[src/hw/serial_core_pkg.sv]
// Shared types and constants for the byte serial shift engine
package serial_core_pkg;

  localparam int unsigned DATA_W = 8;
  localparam logic [2:0] BIT_LAST = 3'h7;
  localparam logic [7:0] DATA_RST = 8'h00;

  // Half-period terminal counts, core cycles per half period minus one, indexed by {double_speed_sel, rate_sel}
  localparam logic [5:0] HALF_DIV4 = 6'h01;
  localparam logic [5:0] HALF_DIV16 = 6'h07;
  localparam logic [5:0] HALF_DIV64 = 6'h1F;
  localparam logic [5:0] HALF_DIV128 = 6'h3F;
  localparam logic [5:0] HALF_DIV2 = 6'h00;
  localparam logic [5:0] HALF_DIV8 = 6'h03;
  localparam logic [5:0] HALF_DIV32 = 6'h0F;

  typedef struct packed {
    logic serial_block_enable;
    logic xfer_irq_enable;
    logic bit_order_sel;
    logic clock_idle_level;
    logic sample_edge_sel;
    logic rate_sel_hi;
    logic rate_sel_lo;
    logic double_speed_sel;
  } serial_cfg_t;

  typedef struct packed {
    logic sck;
    logic mosi;
    logic miso;
    logic ss_n;
  } serial_pins_t;

  typedef enum logic [1:0] {
    ST_IDLE,
    ST_LEAD,
    ST_TRAIL
  } master_state_t;

endpackage

[src/hw/spi_master_slave_core.sv]
// Byte serial shift engine, master or slave, with core-side data and status ports
// Function
// Master never drives or sequences slave select by itself.
// Software lowers the slave select before a master transfer.
// Master write of data starts SCK and shifts exactly eight bits.
// After one byte the clock halts and done flag sets.
// Done flag with irq enable raises interrupt request in both modes.
// Master to slave on MOSI, slave to master on MISO, full duplex.
// Software raises slave select after each packet.
// Slave with select high stays idle, MISO released.
// Slave data written while deselected shifts only after select falls.
// Slave sets done flag once a full byte is in.
// Last received byte held in buffer, returned on data reads.
// Software must not write data during a shift.
// Receive double buffered; unread earlier byte is overwritten.
// External SCK high and low each longer than two core cycles.
// Enabled block forces pin directions per mode.
// Master offers seven rates including half core clock.
// Two rate bits plus double speed pick /2 to /128; slave ignores.
// Master with SS input low drops to slave and sets done flag.
// Data write during transfer sets write collision flag.
// Status read with flag set then data access clears flags; vector clears too.
// Bit order selects LSB or MSB first for both directions.
// Polarity and phase set idle level and sample edge; launch opposite.
module spi_master_slave_core (
  input wire logic i_core_clk,
  input wire logic i_rst_n,
  input wire serial_core_pkg::serial_cfg_t i_cfg,
  input wire logic i_master_set,
  input wire logic i_ss_is_input,
  input wire logic i_data_wr,
  input wire logic [7:0] i_data_wdata,
  input wire logic i_data_rd,
  input wire logic i_status_rd,
  input wire logic i_irq_ack,
  input wire logic i_sck_in,
  input wire logic i_mosi_in,
  input wire logic i_ss_n_in,
  input wire logic i_spi_link_clk,
  output logic [7:0] o_serial_data_reg,
  output logic o_xfer_done_flag,
  output logic o_write_collision_flag,
  output logic o_master_select,
  output logic o_busy,
  output logic o_irq,
  output serial_core_pkg::serial_pins_t o_pins,
  output serial_core_pkg::serial_pins_t o_pins_oe
);
  import serial_core_pkg::*;

  // ==========================================================
  // Pin synchronisers
  // ==========================================================
  logic [2:0] sync1_reg;
  logic [2:0] sync2_reg;
  logic sck_prev_reg;
  logic link_alive_reg;
  logic [1:0] link_seen_reg;
  always_ff @(posedge i_core_clk or negedge i_rst_n) begin
    if (!i_rst_n) begin
      sync1_reg <= 3'h1; // SCK and its edge history agree, no false edge
      sync2_reg <= 3'h1;
      sck_prev_reg <= 1'b0;
      link_seen_reg <= 2'h0;
    end else begin
      sync1_reg <= {i_sck_in, i_mosi_in, i_ss_n_in};
      sync2_reg <= sync1_reg;
      sck_prev_reg <= sync2_reg[2];
      link_seen_reg <= {link_seen_reg[0], link_alive_reg};
    end
  end
  logic sck_s, mosi_s, ss_n_s;
  assign sck_s = sync2_reg[2];
  assign mosi_s = sync2_reg[1];
  assign ss_n_s = sync2_reg[0];

  // Link clock presence, brought into the core domain through two flops
  always_ff @(posedge i_spi_link_clk or negedge i_rst_n) begin
    if (!i_rst_n) link_alive_reg <= 1'b0;
    else link_alive_reg <= 1'b1;
  end

  // ==========================================================
  // Mode and shift engine
  // ==========================================================
  logic master_reg;
  master_state_t st_reg;
  logic [7:0] shift_reg;
  logic [2:0] bit_reg;
  logic [5:0] div_reg;
  logic sck_out_reg;
  logic mosi_out_reg;
  logic sampled_reg;
  logic [5:0] half_cnt;
  logic slave_active;
  logic mode_fault;
  logic done_pulse;
  logic lsb_first;
  logic ser_out;

  assign lsb_first = i_cfg.bit_order_sel;
  assign ser_out = lsb_first ? shift_reg[0] : shift_reg[7];
  assign slave_active = i_cfg.serial_block_enable && !master_reg && !ss_n_s;

  assign mode_fault = i_cfg.serial_block_enable && master_reg && i_ss_is_input && !ss_n_s;

  always_comb begin
    case ({i_cfg.double_speed_sel, i_cfg.rate_sel_hi, i_cfg.rate_sel_lo})
      3'h0: half_cnt = HALF_DIV4;
      3'h1: half_cnt = HALF_DIV16;
      3'h2: half_cnt = HALF_DIV64;
      3'h3: half_cnt = HALF_DIV128;
      3'h4: half_cnt = HALF_DIV2;
      3'h5: half_cnt = HALF_DIV8;
      3'h6: half_cnt = HALF_DIV32;
      default: half_cnt = HALF_DIV64;
    endcase
  end

  function automatic logic [7:0] shift_in(input logic [7:0] v, input logic b, input logic lsb);
    shift_in = lsb ? {b, v[7:1]} : {v[6:0], b};
  endfunction

  always_ff @(posedge i_core_clk or negedge i_rst_n) begin
    if (!i_rst_n) master_reg <= 1'b0;
    else if (mode_fault) master_reg <= 1'b0;
    else if (i_master_set) master_reg <= 1'b1;
  end

  // Edge pair in the core domain: leading then trailing per bit
  logic s_lead, s_trail;
  assign s_lead = slave_active && (sck_s != sck_prev_reg) && (sck_s != i_cfg.clock_idle_level);
  assign s_trail = slave_active && (sck_s != sck_prev_reg) && (sck_s == i_cfg.clock_idle_level);

  logic transfer_busy;
  assign transfer_busy = (st_reg != ST_IDLE) || (slave_active && sampled_reg);

  always_ff @(posedge i_core_clk or negedge i_rst_n) begin
    if (!i_rst_n) begin
      st_reg <= ST_IDLE;
      shift_reg <= DATA_RST;
      bit_reg <= 3'h0;
      div_reg <= 6'h00;
      sck_out_reg <= 1'b0;
      mosi_out_reg <= 1'b0;
      sampled_reg <= 1'b0;
      done_pulse <= 1'b0;
    end else begin
      done_pulse <= 1'b0;
      sck_out_reg <= i_cfg.clock_idle_level;
      if (master_reg && !mode_fault && i_cfg.serial_block_enable) begin
        sck_out_reg <= sck_out_reg;
        case (st_reg)
          ST_IDLE: begin
            sck_out_reg <= i_cfg.clock_idle_level;
            if (i_data_wr) begin
              shift_reg <= i_data_wdata;
              mosi_out_reg <= lsb_first ? i_data_wdata[0] : i_data_wdata[7];
              bit_reg <= 3'h0;
              div_reg <= 6'h00;
              st_reg <= ST_LEAD;
            end
          end
          ST_LEAD: begin
            if (div_reg == half_cnt) begin
              div_reg <= 6'h00;
              sck_out_reg <= !i_cfg.clock_idle_level;
              st_reg <= ST_TRAIL;
              if (!i_cfg.sample_edge_sel) shift_reg <= shift_in(shift_reg, i_mosi_in, lsb_first);
              else mosi_out_reg <= ser_out;
            end else div_reg <= div_reg + 6'h01;
          end
          ST_TRAIL: begin
            if (div_reg == half_cnt) begin
              div_reg <= 6'h00;
              sck_out_reg <= i_cfg.clock_idle_level;
              if (i_cfg.sample_edge_sel) shift_reg <= shift_in(shift_reg, i_mosi_in, lsb_first);
              bit_reg <= bit_reg + 3'h1;
              if (bit_reg == BIT_LAST) begin
                st_reg <= ST_IDLE;
                done_pulse <= 1'b1;
              end else begin
                st_reg <= ST_LEAD;
                if (!i_cfg.sample_edge_sel) mosi_out_reg <= lsb_first ? shift_reg[0] : shift_reg[7];
              end
            end else div_reg <= div_reg + 6'h01;
          end
          default: st_reg <= ST_IDLE;
        endcase
      end else begin
        st_reg <= ST_IDLE;
        if (!slave_active) begin
          bit_reg <= 3'h0;
          sampled_reg <= 1'b0;
          if (i_data_wr) shift_reg <= i_data_wdata;
          mosi_out_reg <= lsb_first ? shift_reg[0] : shift_reg[7];
        end else begin
          if ((s_lead && !i_cfg.sample_edge_sel) || (s_trail && i_cfg.sample_edge_sel)) begin
            shift_reg <= shift_in(shift_reg, mosi_s, lsb_first);
            sampled_reg <= 1'b1;
            bit_reg <= bit_reg + 3'h1;
            if (bit_reg == BIT_LAST) begin
              done_pulse <= 1'b1;
              sampled_reg <= 1'b0;
            end
          end else if ((s_trail && !i_cfg.sample_edge_sel) || (s_lead && i_cfg.sample_edge_sel)) begin
            mosi_out_reg <= ser_out;
          end else if (!sampled_reg && bit_reg == 3'h0 && i_data_wr) begin
            shift_reg <= i_data_wdata;
            mosi_out_reg <= lsb_first ? i_data_wdata[0] : i_data_wdata[7];
          end
        end
      end
    end
  end

  // ==========================================================
  // Receive buffer, flags, interrupt
  // ==========================================================
  logic armed_reg;
  logic flag_done_reg, flag_write_collision_flag_reg, irq_reg, busy_reg;
  logic [7:0] rx_buf_reg;

  always_ff @(posedge i_core_clk or negedge i_rst_n) begin
    if (!i_rst_n) rx_buf_reg <= DATA_RST;
    else if (done_pulse) rx_buf_reg <= shift_reg;
  end

  always_ff @(posedge i_core_clk or negedge i_rst_n) begin
    if (!i_rst_n) armed_reg <= 1'b0;
    else if (i_data_rd || i_data_wr) armed_reg <= 1'b0;
    else if (i_status_rd && (flag_done_reg || flag_write_collision_flag_reg)) armed_reg <= 1'b1;
  end

  logic data_access;
  assign data_access = (i_data_rd || i_data_wr) && armed_reg;
  always_ff @(posedge i_core_clk or negedge i_rst_n) begin
    if (!i_rst_n) begin
      flag_done_reg <= 1'b0;
      flag_write_collision_flag_reg <= 1'b0;
    end else begin
      if (done_pulse || mode_fault) flag_done_reg <= 1'b1;
      else if (data_access || i_irq_ack) flag_done_reg <= 1'b0;
      if (i_data_wr && transfer_busy) flag_write_collision_flag_reg <= 1'b1;
      else if (data_access) flag_write_collision_flag_reg <= 1'b0;
    end
  end

  always_ff @(posedge i_core_clk or negedge i_rst_n) begin
    if (!i_rst_n) begin
      irq_reg <= 1'b0;
      busy_reg <= 1'b0;
    end else begin
      irq_reg <= i_cfg.xfer_irq_enable && (flag_done_reg || done_pulse || mode_fault)
        && !(i_irq_ack && !done_pulse && !mode_fault);
      busy_reg <= transfer_busy;
    end
  end

  // ==========================================================
  // Pin outputs and directions
  // ==========================================================
  // SCK and MOSI leave straight from the engine flops, so /2 sampling sees settled data
  logic miso_pin_reg, ss_pin_reg;
  serial_pins_t oe_reg;
  always_ff @(posedge i_core_clk or negedge i_rst_n) begin
    if (!i_rst_n) begin
      miso_pin_reg <= 1'b0;
      ss_pin_reg <= 1'b0;
      oe_reg <= '0;
    end else begin
      miso_pin_reg <= mosi_out_reg;
      ss_pin_reg <= 1'b1;
      // SS never driven; slave MISO only while selected
      oe_reg.sck <= i_cfg.serial_block_enable && master_reg && !mode_fault;
      oe_reg.mosi <= i_cfg.serial_block_enable && master_reg && !mode_fault;
      oe_reg.miso <= slave_active;
      oe_reg.ss_n <= 1'b0;
    end
  end

  assign o_serial_data_reg = rx_buf_reg;
  assign o_xfer_done_flag = flag_done_reg;
  assign o_write_collision_flag = flag_write_collision_flag_reg;
  assign o_master_select = master_reg;
  assign o_busy = busy_reg;
  assign o_irq = irq_reg;
  assign o_pins = {sck_out_reg, mosi_out_reg, miso_pin_reg, ss_pin_reg};
  assign o_pins_oe = oe_reg;

  // ==========================================================
  // Checks
  // ==========================================================
  property p_ss_never_driven;
    @(posedge i_core_clk) disable iff (!i_rst_n) !o_pins_oe.ss_n;
  endproperty
  a_ss_never_driven: assert property (p_ss_never_driven) else $error("ss driven");

  property p_done_irq;
    @(posedge i_core_clk) disable iff (!i_rst_n)
      ($rose(flag_done_reg) && i_cfg.xfer_irq_enable && !i_irq_ack) |-> o_irq;
  endproperty
  a_done_irq: assert property (p_done_irq) else $error("irq missing");

  property p_miso_released;
    @(posedge i_core_clk) disable iff (!i_rst_n) ss_n_s && !master_reg |=> !o_pins_oe.miso;
  endproperty
  a_miso_released: assert property (p_miso_released) else $error("miso driven");

  property p_fault_slave;
    @(posedge i_core_clk) disable iff (!i_rst_n) mode_fault |=> !master_reg && flag_done_reg;
  endproperty
  a_fault_slave: assert property (p_fault_slave) else $error("fault");

  property p_write_collision_flag;
    @(posedge i_core_clk) disable iff (!i_rst_n) (i_data_wr && transfer_busy) |=> flag_write_collision_flag_reg;
  endproperty
  a_write_collision_flag: assert property (p_write_collision_flag) else $error("write_collision_flag");

  property p_done_rx;
    @(posedge i_core_clk) disable iff (!i_rst_n) done_pulse |=> flag_done_reg && rx_buf_reg == $past(shift_reg);
  endproperty
  a_done_rx: assert property (p_done_rx) else $error("rx buf");

  property p_start;
    @(posedge i_core_clk) disable iff (!i_rst_n)
      (st_reg == ST_IDLE && master_reg && i_cfg.serial_block_enable && !mode_fault && i_data_wr)
      |=> st_reg == ST_LEAD;
  endproperty
  a_start: assert property (p_start) else $error("no start");

  property p_idle_level;
    @(posedge i_core_clk) disable iff (!i_rst_n)
      (st_reg == ST_IDLE) [*2] |-> sck_out_reg == $past(i_cfg.clock_idle_level);
  endproperty
  a_idle_level: assert property (p_idle_level) else $error("idle lvl");

  c_master_byte: cover property (@(posedge i_core_clk) master_reg && done_pulse);
  c_slave_byte: cover property (@(posedge i_core_clk) !master_reg && done_pulse);
  c_fault: cover property (@(posedge i_core_clk) mode_fault);
  c_link_seen: cover property (@(posedge i_core_clk) link_seen_reg[1]);
endmodule

[config.mk]
export PLATFORM = sky130hd
export DESIGN_NAME = spi_master_slave_core
export DESIGN_NICKNAME = d
export VERILOG_FILES = /design/src/hw/serial_core_pkg.sv /design/src/hw/spi_master_slave_core.sv
export SDC_FILE = /design/constraint.sdc
export NUM_CORES = 1
export LEC_CHECK = 0
export ABC_AREA = 1
export BUFFER_PORTS_ARGS = -buffer_cell sky130_fd_sc_hd__buf_2
export CAP_MARGIN = 0
export CORE_ASPECT_RATIO = 1.2
export CORE_MARGIN = 5
export CORE_UTILIZATION = 60
export CTS_BUF_LIST = sky130_fd_sc_hd__clkbuf_2 sky130_fd_sc_hd__clkbuf_4 sky130_fd_sc_hd__clkbuf_8
export DETAILED_ROUTE_END_ITERATION = 12
export PLACE_DENSITY_LB_ADDON = 0.2
export SLEW_MARGIN = 30
export SYNTH_ARGS = -nofsm -noshare
export SYNTH_HDL_FRONTEND = slang
export SYNTH_SLANG_ARGS = --single-unit
[constraint.sdc]
create_clock -name i_core_clk -period 3.1 [get_ports i_core_clk]
set_input_delay 0 -clock i_core_clk [delete_from_list [all_inputs] [get_ports i_core_clk]]
set_output_delay 0 -clock i_core_clk [all_outputs]
set_load 0.05 [all_outputs]
**After elaboration in Yosys (flattened, before gate mapping)**

Cells that the tools add are included.
W data, S select, Z words.

- Add/sub/neg operators: 2
- Equality and inequality tests: 29
- Multiplexer cells: 64
- Bitwise operators: 1
- Reduce and logical (&&, ||, !) cells: 59

Operator list:

| kind | count |
|---|---|
| $mux W8 | 12 |
| $pmux W6 S6 | 1 |
| $mux W1 | 34 |
| $ne A3 B3 Y1 const B | 9 |
| $logic_and A1 B1 Y1 | 25 |
| $pmux W8 S3 | 1 |
| $mux W3 | 5 |
| $eq A3 B3 Y1 const B | 4 |
| $mux W6 | 2 |
| $ne A4 B1 Y1 const B | 3 |
| $pmux W6 S2 | 1 |
| $reduce_bool A2 Y1 | 6 |
| $logic_or A1 B1 Y1 | 9 |
| $reduce_and A3 Y1 | 3 |
| $reduce_and A9 Y1 | 1 |
| $logic_not A1 Y1 | 8 |
| $mux W2 | 4 |
| $reduce_and A7 Y1 | 1 |
| $add A6 B1 Y6 const B | 1 |
| $eq A6 B6 Y1 | 1 |
| $logic_not A3 Y1 | 2 |
| $ne A3 B1 Y1 const B | 2 |
| $pmux W1 S3 | 2 |
| $pmux W2 S3 | 1 |
| 16 further kinds | 17 |

- Bits in registers: 48
- Input bits: 28

**Depth between registers and ports, before layout**

- Depth in word-level cells: 11
- Depth in mapped cells: 13
- Mapped depth without buffers: 13

**Least setup slack after synthesis**

OpenSTA, ideal clock, no wires.

- Kind: flip-flop to flip-flop
- From: register master_reg (netlist: o_master_select)
- To: register div_reg[3]
- Arrival time: 1.687 ns
- Data required time: 2.963 ns
- Path slack: 1.276 ns
- Cell stages (with the launch flop): 10
- Path buffers: 0
- Period minus slack after synthesis: 1.824 ns
- Cell sequence: dfrtp_1 nand2_1 inv_2 nand2_2 inv_2 nand2_1 a21oi_2 and2_1 xor2_1 a21oi_1

- Longest elaborated chain between the ends: 7

RTL lines:

| item | line | text |
|---|---|---|
| start, declared | spi_master_slave_core.sv:86 | `logic master_reg;` |
| start signal, assigned | spi_master_slave_core.sv:125 | `if (!i_rst_n) master_reg <= 1'b0;` |
| start signal, assigned | spi_master_slave_core.sv:126 | `else if (mode_fault) master_reg <= 1'b0;` |
| start signal, assigned | spi_master_slave_core.sv:127 | `else if (i_master_set) master_reg <= 1'b1;` |
| $logic_and A1 B1 Y1 (3 in a row) | spi_master_slave_core.sv:105 | `assign mode_fault = i_cfg.serial_block_enable && master_reg && i_ss_is_input && !ss_n_s;` |
| $logic_not A1 Y1 | spi_master_slave_core.sv:151 | `if (master_reg && !mode_fault && i_cfg.serial_block_enable) begin` |
| $logic_and A1 B1 Y1 (*) (2 in a row) | spi_master_slave_core.sv:151 |  |
| $reduce_and A3 Y1 (no source line) (*) | -- |  |
| end signal, assigned | spi_master_slave_core.sv:171 | `end else div_reg <= div_reg + 6'h01;` |
| end signal, assigned | spi_master_slave_core.sv:186 | `end else div_reg <= div_reg + 6'h01;` |
| end, declared | spi_master_slave_core.sv:90 | `logic [5:0] div_reg;` |

Mark *: on every way between the ends. The rest lies on a longest branch, timed or not.
A chain may end at the register's enable or synchronous reset.

**Final worst setup path**

- From: register st_reg[0]
- To: register div_reg[3]

- Longest elaborated chain between the ends: 4
- Elaborated cells on any way between the ends: 8
- Those cells by class: eq/ne: 3; mux: 1; reduce/logical: 4

RTL lines:

| item | line | text |
|---|---|---|
| start, declared | spi_master_slave_core.sv:87 | `master_state_t st_reg;` |
| start signal, assigned | spi_master_slave_core.sv:140 | `st_reg <= ST_IDLE;` |
| start signal, assigned | spi_master_slave_core.sv:161 | `st_reg <= ST_LEAD;` |
| start signal, assigned | spi_master_slave_core.sv:168 | `st_reg <= ST_TRAIL;` |
| $eq A2 B2 Y1 / $eq A2 B1 Y1 (equally long branches) | spi_master_slave_core.sv:153 | `case (st_reg)` |
| $reduce_or A2 Y1 (no source line) | -- |  |
| $reduce_bool A2 Y1 (no source line) | -- |  |
| $reduce_and A3 Y1 (no source line) | -- |  |

Several ways; a longest one is shown, not always the timed one.

==> metrics.yaml <==
finClkSkew_ns: 0.00263
grt_pass1_vias: 2560
slowest_delay_ns: 0.57
total_leakage_power_nw: 1.76
grt_max_degree: 49
crit_arrival_ns: 2.69
die-area_sq_mm: 0.00663
grt_first_pass_wirelength_mm: 11.4
p_per_area_mw_per_mm2: 657
hold_start: "i_data_wdata[3]"
netlist_area_sq_mm: 0.00306
path_max_fanout: 12
die_w_microns: 75.2
postCtsSetupBuffers: 0
slew_headroom: 0.604
initial_core_util: 0.619
grt_util_all_layers: 0.219
crit_start: "st_reg[0]$_DFFE_PN0P_"
nets: 493
fmax_mhz: 397
cp-end-kind: "register"
clk_pin_slew_ns: 0.09
stdcell_area_sq_mm: 0.00344
start_kind: "register"
post_synth_num_cell_types: 36
grt_overflow_total: 0
wl_per_cell_microns: 13.5
synth_top_area_frac: 0.376
diodes: 0
final_max_slew_viol_count: 0
holdCritPathClass: "in2reg"
viasPerCell: 5.41
cpMaxStageDelayCell: "ha_1"
clk_latency_ns: 0.30
cts_tree: "yes"
post-route-min-period_ns: 2.52
hold_viol_final: 0
worst-setup-path-type: "reg2reg"
placed_cell_area_sq_mm: 0.00325
gp_congestion: 0.850
ys_seq_area_frac: 0.393
drv_cap: 0
vias: 2799
ir_worst_vdd_mv: 0.537
drt_iter0_drc: 177
root_buffer: "clkbuf_8"
synth_top_cell_by_area: "dfrtp_1"
rsz0062_at_grt: "false"
syn_nets: 450
status: "finished clean"
synth-seq-cells: 48
synthCells: 413
ctsHtreeMaxLevel: 2
timing.rr.start: "st_reg[0]$_DFFE_PN0P_"
numCtsBuffers: 5
finalSetupTns_ns: 0
critPathRequiredTime_ns: 3.27
setup_viol: 0
coreArea_sq_mm: 0.00494
area_delta_synth_final_pct: 12.3
crit_buf_inv: 2
layout_commonest_cell: "nand2_1"
period_share: 0.813
yosysWarnings: 0
num_rows: 28
port_buffers: 46
drive_gt1_frac: 0.201
hpwl_mm: 4.93
max_slew.worst_pin.slew_ns: 0.594
clock_sinks: 48
ios: 49
chipHeight_microns: 88.2
path_cells: "inv_1, ha_1, clkinv_1, a21oi_2, and2_1, xor2_1, a21oi_1"
clk_path_buf_depth: 2
yosys-top-cells-area: "dfrtp_1, nand2_1, inv_1"
layout.cells.most_common_list: "nand2_1, dfrtp_1, buf_2"
firstDrtPassIters: 5
routed_wl_mm: 6.97
drc_errors: 0
crit_family: "adder cells"
antenna_found_initial: 0
avgSynthCellArea_sq_um: 7.41
antenna_left: 0
==> cells by family after synthesis <==
group,count (synthesis),synth area share
flops,48,0.393
simple gates,208,0.329
fa+ha+maj,9,0.0368
xor+xnor,5,0.0143
compound gates,71,0.119
other cells,2,0.00245
buf+inv,68,0.0973
mux,2,0.00736
==> per-layer routing <==
layer	wire, microns	up-vias	GRT usage
met3	440	10	0.0295
met5	0	-	0
met4	75	0	0.0636
met2	3380	107	0.377
met1	3070	1286	0.287
li1	-	1396	-
==> final cells by class <==
type / instances / area (sq um)
timing repair buffer: 55 / 323
fill: 422 / 1500
sequential: 48 / 1200
clock buffer: 5 / 68.8
inverter: 49 / 184
tap: 60 / 75.1
clock inverter: 3 / 23.8
multi-input combinational: 297 / 1560
==> power breakdown <==
part	total [mW]	internal, mW	leakage, nW	switching [mW]
combinational	1.02	0.305	1.10	0.711
clock	0.382	0.160	0.0404	0.222
sequential	0.858	0.754	0.614	0.104
total	2.26	1.22	1.76	1.04
==> through the flow <==
stage / hold WS [ns] / power, mW / worst slack, ns / util / std cells
floorplan: -0.296 / 1.66 / 1.28 / - / 413
global placement: 0.105 / 1.83 / 0.699 / 0.658 / 500
detailed placement: 0.0534 / 1.86 / 0.650 / 0.659 / 500
CTS: 0.0652 / 2.26 / 0.628 / 0.696 / 517
global route: 0.0830 / 2.41 / 0.452 / 0.696 / 517
finish: 0.0725 / 2.26 / 0.580 / 0.696 / 517
==> synth_stat cells <==
cell / count
nand3_1: 29
nor2_2: 3
nand2_4: 4
nand3_2: 10
clkinv_1: 1
buf_6: 2
nand4_4: 1
nor2_8: 1
nand2_1: 115
ha_1: 9
nand2_2: 6
nand4_1: 4
and2_1: 2
inv_2: 6
xnor2_1: 2
clkbuf_1: 7
mux2_2: 2
and3_1: 1
o21ai_0: 28
a21oi_2: 1
dfrtp_1: 46
xor2_1: 3
a21oi_1: 22
nor3_1: 3
conb_1: 2
o31ai_1: 1
nand3b_1: 1
nor2_4: 2
o21ai_1: 17
nor2_1: 26
dfstp_2: 2
buf_4: 6
buf_2: 4
inv_1: 42
a21boi_0: 1
o22ai_1: 1
==> worst min-delay path, stage by stage <==
cell	delay, ns
buf_2	0.09
nand2_1	0.05
nand3_1	0.09
nand3_2	0.07
nand2_1	0.05
==> repair_timing <==
item | 4_1_cts | 5_1_grt
hold endpoints to repair | 53 | 0
hold buffers | 9 | 0
resized for setup | 0 | 0
==> path summary, 6_finish.rpt <==
check	endpoint	slack (ns)	cells after the start
max	div_reg[3]$_DFFE_PN0P_	0.58	7
min	shift_reg[3]$_DFFE_PN0P_	0.07	5
max reg2reg	div_reg[3]$_DFFE_PN0P_	0.58	7
min reg2reg	sync2_reg[0]$_DFF_PN1_	0.36	0
max in group asynchronous	bit_reg[2]$_DFFE_PN0P_	2.46	2
min in group asynchronous	div_reg[4]$_DFFE_PN0P_	0.24	2
Note: power is estimated with default switching activity, not from simulation.
